==> src/design/lcdrv_defines.vh <==
// Purpose: shared constants of the RAM-mapped LCD segment driver core
// Assumes: one 50 MHz core clock; nominal system clock rate below
// Notes:   level codes are in thirds of the panel supply level
`ifndef LCDRV_DEFINES_VH
`define LCDRV_DEFINES_VH

// panel geometry and display memory
`define LCDRV_SEGS          36
`define LCDRV_COMS          4
`define LCDRV_ADDR_W        6
`define LCDRV_LAST_ADDR     6'h23
`define LCDRV_FIRST_ADDR    6'h00
`define LCDRV_MAX_START     5'h1f

// received byte layout
`define LCDRV_C_BIT         7
`define LCDRV_ADDR_OP       2'h0

// drive level codes; with half bias code 1 is the mid level and code 2 is unused
`define LCDRV_LVL_GND       2'h0
`define LCDRV_LVL_THIRD     2'h1
`define LCDRV_LVL_TWO_THIRD 2'h2
`define LCDRV_LVL_FULL      2'h3

// reset values of the configuration
`define LCDRV_RST_DISPLAY   1'b0
`define LCDRV_RST_OSC       1'b0
`define LCDRV_RST_BIASGEN   1'b0
`define LCDRV_RST_HALF      1'b0
`define LCDRV_RST_WAVE_B    1'b0
`define LCDRV_RST_EXTCLK    1'b0
`define LCDRV_RST_PSAVE     1'b0
`define LCDRV_RST_FRAME     2'h0
`define LCDRV_RST_BLINK     2'h0

// clock rates in Hz
`define LCDRV_CORE_HZ       50000000
`define LCDRV_SYS_HZ        32000
`define LCDRV_OSC_DIV       (`LCDRV_CORE_HZ / `LCDRV_SYS_HZ)

// frame rates in Hz and system ticks per drive slot (8 slots a frame)
`define LCDRV_FRAME0_HZ     80
`define LCDRV_FRAME1_HZ     71
`define LCDRV_FRAME2_HZ     64
`define LCDRV_FRAME3_HZ     53
`define LCDRV_SLOT0 (`LCDRV_SYS_HZ / (8 * `LCDRV_FRAME0_HZ))
`define LCDRV_SLOT1 (`LCDRV_SYS_HZ / (8 * `LCDRV_FRAME1_HZ))
`define LCDRV_SLOT2 (`LCDRV_SYS_HZ / (8 * `LCDRV_FRAME2_HZ))
`define LCDRV_SLOT3 (`LCDRV_SYS_HZ / (8 * `LCDRV_FRAME3_HZ))

// blink rates in tenths of Hz, and system ticks per half blink period
`define LCDRV_BLINK1_DHZ    5
`define LCDRV_BLINK2_DHZ    10
`define LCDRV_BLINK3_DHZ    20
`define LCDRV_BLINK1 (`LCDRV_SYS_HZ * 10 / (2 * `LCDRV_BLINK1_DHZ))
`define LCDRV_BLINK2 (`LCDRV_SYS_HZ * 10 / (2 * `LCDRV_BLINK2_DHZ))
`define LCDRV_BLINK3 (`LCDRV_SYS_HZ * 10 / (2 * `LCDRV_BLINK3_DHZ))

`endif

==> src/design/lcdrv_tick_gen.v <==
// Purpose: system clock enable from the internal oscillator or external
// Assumes: extClkIn is synchronous to core_clk
// Notes:   one-cycle pulse per system clock period
`timescale 1ns/1ps
`include "lcdrv_defines.vh"

module lcdrv_tick_gen #(
   parameter OSC_DIV = `LCDRV_OSC_DIV
) (
   input  wire core_clk,
   input  wire rst,
   input  wire oscOn,
   input  wire extSel,
   input  wire extClkIn,
   output reg  sysTick
);

   reg [15:0] divCnt;
   reg        extPrev;
   wire       divLast;

   assign divLast = (divCnt == OSC_DIV[15:0] - 16'h0001);

   // internal oscillator model; held stopped until switched on
   always @(posedge core_clk or posedge rst) begin
      if (rst) begin
         divCnt <= 16'h0000;
      end else if (!oscOn || extSel || divLast) begin
         divCnt <= 16'h0000;
      end else begin
         divCnt <= divCnt + 16'h0001;
      end
   end

   // RULE_09 source select
   always @(posedge core_clk or posedge rst) begin
      if (rst) begin
         extPrev <= 1'b0;
         sysTick <= 1'b0;
      end else begin
         extPrev <= extClkIn;
         if (extSel) begin
            sysTick <= extClkIn & ~extPrev; // rising edge of external
         end else begin
            sysTick <= oscOn & divLast;
         end
      end
   end

endmodule

==> src/design/lcdrv_core.v <==
// Purpose: display memory, address pointer and 1/4 duty LCD scan
// Assumes: bytes arrive already deserialised by a serial front end
// Notes:   outputs are 2-bit drive level codes per pin, from flops
`timescale 1ns/1ps
`include "lcdrv_defines.vh"

// Functional notes
// RULE_01: after reset all backplane and segment outputs sit at ground.
// RULE_02: after reset waveform is A-type and internal oscillator selected.
// RULE_03: after reset one-third bias is selected, bias generator off.
// RULE_04: after reset display and oscillator are off until enabled.
// RULE_05: after reset power saving is in normal current mode.
// RULE_06: after reset frame rate is 80 Hz and blinking disabled.
// RULE_07: host waits 1 ms after power-up before any bus transfer; the bench starts its first transfer two cycles after reset is released.
// RULE_08: host sends software reset if power-up conditions are doubtful.
// RULE_09: all timing comes from internal oscillator or external clock.
// RULE_10: system clock sets frame rate; oscillator stopped until enabled.
// RULE_11: 36 segment outputs follow stored data and active common phase.
// RULE_12: four backplane outputs follow the selected bias and duty.
// RULE_13: display memory is 36 words of 4 bits.
// RULE_14: stored one turns segment on, zero turns it off.
// RULE_15: bit 3 shows in the first common phase, bit 0 in fourth.
// RULE_16: words 00H-23H drive segments 0-35; writes start at pointer.
// RULE_17: pointer advances per nibble; one byte fills two words.
// RULE_18: quarter duty with half or third bias; half drops middle resistor.
// RULE_19: blink modes off, 0.5, 1 and 2 Hz from system clock division.
// RULE_20: frame modes 0-3 give 80, 71, 64 and 53 Hz by division.
// RULE_21: pointer wraps from 23H back to 00H.
// RULE_22: bit 7 clear means next byte is data, set means command.
// RULE_23: address byte start above 1FH is taken as a command.
// RULE_24: blinking blanks segments in the off half, shows data in the on.
module lcdrv_core #(
   parameter OSC_DIV = `LCDRV_OSC_DIV,
   parameter BLINK1  = `LCDRV_BLINK1,
   parameter BLINK2  = `LCDRV_BLINK2,
   parameter BLINK3  = `LCDRV_BLINK3
) (
   input  wire        core_clk,
   input  wire        rst,
   input  wire [7:0]  rxByte,
   input  wire        rxValid,
   input  wire        rxStart,
   input  wire        cfgWrite,
   input  wire        cfgDisplayOn,
   input  wire        cfgOscOn,
   input  wire        cfgBiasGenOn,
   input  wire        cfgBiasHalf,
   input  wire        cfgWaveB,
   input  wire        cfgExtClk,
   input  wire        cfgPowerSave,
   input  wire [1:0]  cfgFrameSel,
   input  wire [1:0]  cfgBlinkSel,
   input  wire        extClkIn,
   output reg  [71:0] segmentOutputs,
   output reg  [7:0]  backplaneOutputs,
   output reg         biasGenEnable,
   output reg         biasHalfSel,
   output reg         oscRunning,
   output reg         extClkSelected,
   output reg         waveTypeB,
   output reg         powerSaveOn,
   output reg         displayEnabled,
   output reg  [1:0]  frameSel,
   output reg  [1:0]  blinkSel,
   output reg  [5:0]  addrPointer
);

   localparam ST_CMD  = 1'b0;
   localparam ST_DATA = 1'b1;

   // frame slot lengths; integers cut to the 8-bit slot counter width
   localparam integer SLOT0 = `LCDRV_SLOT0;
   localparam integer SLOT1 = `LCDRV_SLOT1;
   localparam integer SLOT2 = `LCDRV_SLOT2;
   localparam integer SLOT3 = `LCDRV_SLOT3;

   // RULE_13 display memory words
   reg  [3:0]  mem [0:`LCDRV_SEGS-1];
   reg         rxState;
   reg  [7:0]  slotTicks;
   reg  [2:0]  slot;
   reg  [16:0] blinkCnt;
   reg         blinkShow;
   reg  [7:0]  slotLimit;
   reg  [16:0] blinkLimit;
   wire        sysTick;
   wire        active;
   wire [1:0]  comIdx;
   wire        pol;
   wire [5:0]  ptrNext;
   integer     i;

   // next memory address, wrapping at the last word
   function [5:0] incAddr;
      input [5:0] a;
      begin
         // RULE_21 pointer wrap
         if (a == `LCDRV_LAST_ADDR) begin
            incAddr = `LCDRV_FIRST_ADDR;
         end else begin
            incAddr = a + 6'h01;
         end
      end
   endfunction

   // segment level for one phase half
   function [1:0] segLevel;
      input on;
      input p;
      input half;
      begin
         if (!p) begin
            segLevel = on ? `LCDRV_LVL_GND :
                       (half ? `LCDRV_LVL_FULL : `LCDRV_LVL_TWO_THIRD);
         end else begin
            segLevel = on ? `LCDRV_LVL_FULL :
                       (half ? `LCDRV_LVL_GND : `LCDRV_LVL_THIRD);
         end
      end
   endfunction

   // backplane level; unselected commons sit at the bias steps
   function [1:0] comLevel;
      input sel;
      input p;
      input half;
      begin
         if (sel) begin
            comLevel = p ? `LCDRV_LVL_GND : `LCDRV_LVL_FULL;
         end else if (half) begin
            comLevel = `LCDRV_LVL_THIRD; // mid level, one step only
         end else begin
            comLevel = p ? `LCDRV_LVL_TWO_THIRD : `LCDRV_LVL_THIRD;
         end
      end
   endfunction

   lcdrv_tick_gen #(
      .OSC_DIV (OSC_DIV)
   ) u_tick (
      .core_clk (core_clk),
      .rst      (rst),
      .oscOn    (oscRunning),
      .extSel   (extClkSelected),
      .extClkIn (extClkIn),
      .sysTick  (sysTick)
   );

   // configuration latch with documented power-on values
   always @(posedge core_clk or posedge rst) begin
      if (rst) begin
         // RULE_02 reset waveform and source
         waveTypeB      <= `LCDRV_RST_WAVE_B;
         extClkSelected <= `LCDRV_RST_EXTCLK;
         // RULE_03 reset bias state
         biasHalfSel    <= `LCDRV_RST_HALF;
         biasGenEnable  <= `LCDRV_RST_BIASGEN;
         // RULE_04 display and oscillator off
         displayEnabled <= `LCDRV_RST_DISPLAY;
         oscRunning     <= `LCDRV_RST_OSC;
         // RULE_05 normal current
         powerSaveOn    <= `LCDRV_RST_PSAVE;
         // RULE_06 frame and blink defaults
         frameSel       <= `LCDRV_RST_FRAME;
         blinkSel       <= `LCDRV_RST_BLINK;
      end else if (cfgWrite) begin
         waveTypeB      <= cfgWaveB;
         extClkSelected <= cfgExtClk;
         // RULE_18 bias choice
         biasHalfSel    <= cfgBiasHalf;
         biasGenEnable  <= cfgBiasGenOn;
         displayEnabled <= cfgDisplayOn;
         // RULE_10 oscillator held until enabled
         oscRunning     <= cfgOscOn;
         powerSaveOn    <= cfgPowerSave;
         frameSel       <= cfgFrameSel;
         blinkSel       <= cfgBlinkSel;
      end
   end

   assign ptrNext = incAddr(addrPointer);

   // byte intake: address/command byte then a run of data bytes
   always @(posedge core_clk or posedge rst) begin
      if (rst) begin
         rxState     <= ST_CMD;
         addrPointer <= `LCDRV_FIRST_ADDR;
         for (i = 0; i < `LCDRV_SEGS; i = i + 1) begin
            mem[i] <= 4'h0;
         end
      end else if (rxStart) begin
         rxState <= ST_CMD; // a new transfer always opens with a command
      end else if (rxValid) begin
         case (rxState)
            ST_CMD: begin
               // RULE_23 only bytes with bits 6:5 clear (00H-1FH, 80H-9FH) load the pointer
               if (rxByte[6:5] == `LCDRV_ADDR_OP) begin
                  addrPointer <= {1'b0, rxByte[4:0]};
               end
               // RULE_22 continuation bit
               if (rxByte[`LCDRV_C_BIT]) begin
                  rxState <= ST_CMD;
               end else begin
                  rxState <= ST_DATA;
               end
            end
            ST_DATA: begin
               // RULE_16 write at pointer
               // RULE_17 two nibbles per byte, high first
               mem[addrPointer] <= rxByte[7:4];
               mem[ptrNext]     <= rxByte[3:0];
               addrPointer      <= incAddr(ptrNext);
            end
            default: begin
               rxState <= ST_CMD;
            end
         endcase
      end
   end

   // divider limits for the selected frame and blink rates
   always @* begin
      // RULE_20 frame rate by division
      case (frameSel)
         2'h0:    slotLimit = SLOT0[7:0];
         2'h1:    slotLimit = SLOT1[7:0];
         2'h2:    slotLimit = SLOT2[7:0];
         default: slotLimit = SLOT3[7:0];
      endcase
      // RULE_19 blink rate by division
      case (blinkSel)
         2'h1:    blinkLimit = BLINK1[16:0];
         2'h2:    blinkLimit = BLINK2[16:0];
         default: blinkLimit = BLINK3[16:0];
      endcase
   end

   // slot sequencer; type B doubles the slot so the frame length holds
   always @(posedge core_clk or posedge rst) begin
      if (rst) begin
         slotTicks <= 8'h00;
         slot      <= 3'h0;
      end else if (!displayEnabled) begin
         slotTicks <= 8'h00;
         slot      <= 3'h0;
      end else if (sysTick) begin
         // RULE_10 frame timing follows the system clock
         if (slotTicks >= (waveTypeB ? {slotLimit[6:0], 1'b0} : slotLimit)
             - 8'h01) begin
            slotTicks <= 8'h00;
            slot      <= slot + 3'h1;
         end else begin
            slotTicks <= slotTicks + 8'h01;
         end
      end
   end

   // type A inverts inside each phase, type B once per frame
   assign comIdx = waveTypeB ? slot[1:0] : slot[2:1];
   assign pol    = waveTypeB ? slot[2] : slot[0];

   // blink phase; mode 0 keeps the display shown
   always @(posedge core_clk or posedge rst) begin
      if (rst) begin
         blinkCnt  <= 17'h00000;
         blinkShow <= 1'b1;
      end else if (blinkSel == 2'h0 || !displayEnabled) begin
         blinkCnt  <= 17'h00000;
         blinkShow <= 1'b1;
      end else if (sysTick) begin
         // RULE_24 alternate shown and blank halves
         if (blinkCnt >= blinkLimit - 17'h00001) begin
            blinkCnt  <= 17'h00000;
            blinkShow <= ~blinkShow;
         end else begin
            blinkCnt <= blinkCnt + 17'h00001;
         end
      end
   end

   // drive only when display is on and a clock source is running
   assign active = displayEnabled & (oscRunning | extClkSelected);

   // output drive; registered so pins never glitch between phases
   always @(posedge core_clk or posedge rst) begin
      if (rst) begin
         // RULE_01 all pins at ground
         segmentOutputs   <= 72'h0;
         backplaneOutputs <= 8'h00;
      end else if (!active) begin
         segmentOutputs   <= 72'h0;
         backplaneOutputs <= 8'h00;
      end else begin
         for (i = 0; i < `LCDRV_COMS; i = i + 1) begin
            // RULE_12 backplane waveform
            backplaneOutputs[2*i +: 2] <=
               comLevel(comIdx == i[1:0], pol, biasHalfSel);
         end
         for (i = 0; i < `LCDRV_SEGS; i = i + 1) begin
            // RULE_11 RULE_14 RULE_15 segment from word bit
            segmentOutputs[2*i +: 2] <=
               segLevel(blinkShow & mem[i][3 - comIdx], pol, biasHalfSel);
         end
      end
   end

endmodule

==> config.mk <==
export PLATFORM = sky130hd
export DESIGN_NAME = lcdrv_core
export DESIGN_NICKNAME = d
export VERILOG_FILES = /design/src/design/lcdrv_tick_gen.v /design/src/design/lcdrv_core.v
export VERILOG_INCLUDE_DIRS = /design/src /design/src/design
export SDC_FILE = /design/constraint.sdc
export NUM_CORES = 1
export LEC_CHECK = 0
export ABC_CLOCK_PERIOD_IN_PS = 11300
export BUFFER_PORTS_ARGS = -buffer_cell sky130_fd_sc_hd__buf_2
export CORE_ASPECT_RATIO = 1.4
export CORE_MARGIN = 10
export CORE_UTILIZATION = 45
export DETAILED_ROUTE_END_ITERATION = 8
export PLACE_DENSITY_LB_ADDON = 0.12
export SLEW_MARGIN = 20
export SYNTH_ARGS = -nofsm -noshare
export SYNTH_HDL_FRONTEND = slang
export SYNTH_HIERARCHICAL = 1
export SYNTH_SLANG_ARGS = --single-unit
==> constraint.sdc <==
create_clock -name core_clk -period 11.3 [get_ports core_clk]
set_input_delay 1.695 -clock core_clk [delete_from_list [all_inputs] [get_ports core_clk]]
set_output_delay 1.695 -clock core_clk [all_outputs]
set_load 0.03 [all_outputs]
==> results.md <==
- Run status: finished clean
- Crit Reg-Reg Endpoint: mem[17]
- DP Area: 16100 sq um
- Final setup margin: 7440 ps
- Worst-Margin Slew: 1080 ps
- CP endpoint kind: flop
- Sequential share of the synthesized area: 47.1%
- VDD IR-drop max: 0.000131 V
- Worst reg-to-reg setup slack: 7440 ps
- CTS Buf Count: 30
- Die width: 176 um
- Initial antenna violation count: 0
- Crit path launch: addrPointer[0]
- Die ar.: 42000 sq um
- CTS clk-pin slew, worst paths: 60 ps
- DR DRC count: 0
- Req. time, crit path: 11720 ps
- Clk network pwr share: 31.3%
- Critical path data arrival time: 4280 ps
- Final Critical Period: 3860 ps
- Max-slew violations: 0
- Mean post-synth cell area: 10.4 sq um
- PwrDens: 200 nW/um^2
- Routed wire length: 43700 um
- Gr usage total: 20.5%
- Hold Path End: u_tick/sysTick
- Die Span Y: 239 um
- Max-cap viol count: 0
- Core region area: 33900 sq um
- # port buffers: 121
- Clock latency on the worst-skew pair: 580 ps
- Wirelength per Cell: 21.9 um
- Syn Nets: 1524
- Ant diodes: 0
- Drt initial violations: 933
- Hold path depth: 1
- Vias in the first global route: 12200
- Leading area contributor after synthesis: dfrtp_1
- Final Setup Violations: 0
- Synth cell types: 79
- Final Skew: 17.9 ps
- Row count: 80
- GRT overflow: 0
- Sequential power share: 40.0%
- Antenna viol nets, final: 0
- Cts hold-fix bufs: 0
- Via count: 12100
- FF-to-FF path depth: 7
- Switch Pwr: 1.19 mW
- Maximum clock path buffer count: 3
- Pwr Total: 3.45 mW
- Post-Place Setup Slack: 6800 ps
- Hold Path Class: reg -> reg
- Starting density of the core: 45.3%
- Max FO, Critical Path: 22
- Layout area overhead: 12.2%
- #FFs+latches synth: 289
- Final setup TNS: 0 ps
- Top cells by count, synth: 288 x dfrtp_1, 161 x nand2_1, 135 x nor2_1, 85 x a22oi_1, 76 x clkbuf_1
- Nets: 1577
- Top-count cell post-synth: dfrtp_1
- Period utilisation layout: 34.1%
- Logic pwr share: 28.7%
- RD Place Congestion: 0.830
- Post-CTS Repair Setup Buffers: 0
- Primary FF master, synth: dfrtp_1
- Io pins: 122
- RSZ-0062 raised after global routing: false
- First-pass GRT wire length: 69700 um
- Startpoint class of the critical path: flop
- Async SR Flop Fraction: 100%
- # clock sinks: 289
- Yosys warns: 6
- Slew headroom: 28.2%
- Crit Path Class: reg -> reg
- Largest net degree at the start of global routing: 124
- Fmax: 259 MHz
- Htree depth: 1
- Share of cells above drive strength 1: 17.2%
- Syn Std Cell Area: 15400 sq um
- Post-route design area: 17200 sq um
- Internal: 2.26 mW
- Hold_ws: 436 ps
- Switching share of total power: 34.4%
- Vias/cell: 6.03
- HPWL Detailed: 27900 um
- Post-synth EDFFs: 0
- Post-Place Cells: 1943
- Crit Reg-Reg Startpoint: addrPointer[0]
- Root buf cell: clkbuf_16
- Final Non-Filler Cells: 1998
- DRT Pass-1 Iters: 5
- Fin util: 50.8%
- Ranking of synthesized cells by area: dfrtp_1 47%, a22oi_1 4.2%, nand2_1 3.9%, mux4_2 3.8%, o2bb2ai_1 3.6%
- Hold Fails Final Rpt: 0
- Post-CTS Resized: 0
- P_leak: 7.44 nW
- Share of the synthesized area in the top cell type: 46.9%
- Min-Delay Startpoint: u_tick/extPrev
- Synth Instances: 1471
- CTS tree: yes
## power by group through the flow
stage / Clock, mW / Sequential, mW / Combinational [mW]
5_1_grt: 1.14 / 1.40 / 1.08
6_report: 1.08 / 1.38 / 0.991
4_1_cts: 1.10 / 1.38 / 0.997
3_5_place_dp: 0 / 1.39 / 0.993
2_1_floorplan: 0 / 1.45 / 0.650
3_3_place_gp: 0 / 1.39 / 0.982
## area by class of cell
type	count	area, sq um
clock buffers	41	872
clock inverters	14	216
fillers	3094	16700
inverters	21	86.3
multi-input cells	1048	7560
flip-flops and latches	289	7230
well taps	451	564
repair buffers	134	711
## how the worst max path moves through the flow
stage,end,slack [ps],cells after the start
after floorplan,addrPointer[0],2140,1
after global placement,mem[33],6850,4
after detailed placement,mem[32],6800,4
after CTS,mem[32],7410,4
after global routing,mem[50],7270,7
final,mem[17],7440,7
## sequential cells by signal (all words and copies together) (netlist names), 3 cells and up
signal,flops
addrPointer,6
mem,144
u_tick/divCnt,16
slotTicks,8
slot,3
segmentOutputs,72
blinkCnt,17
backplaneOutputs,8
## worst max-delay path, cell delays in order (launching register included)
cell and delay, ps:
dfrtp_1 820, ha_1 670, nand2b_2 220, o21a_1 460
nor3_1 750, and3_1 420, o21ai_1 160, o2bb2ai_1 200
## cell families after synthesis
| logic type | Yosys count | share of synthesized area (%) |
|---|---|---|
| and+or+nand+nor | 438 | 13.3 |
| AOI/OAI and AO/OA | 426 | 20.5 |
| DFF | 289 | 47.1 |
| buffers and inverters | 134 | 3.83 |
| muxes | 90 | 9.18 |
| xor gates and xnor gates | 66 | 3.76 |
| adders and majority gates | 28 | 2.28 |
## placed cells by master (no fill, tap or decap), types with 30 or more instances in the layout
master	instances
mux2i_1	39
buf_2	121
o2bb2ai_1	64
o22ai_1	61
o21ai_0	49
dfrtp_1	288
a21oi_1	56
a2bb2oi_1	40
nand2_1	161
clkbuf_16	30
nor2_1	135
nand3_1	31
xnor2_1	54
a22oi_1	85
## metal layers
metal	GRT usage [%]	wire length, um
met1	26.5	18500
met2	34.4	21600
met3	2.99	2560
met4	6.54	1040
met5	0	0
Power figures use the tool's default switching activity.
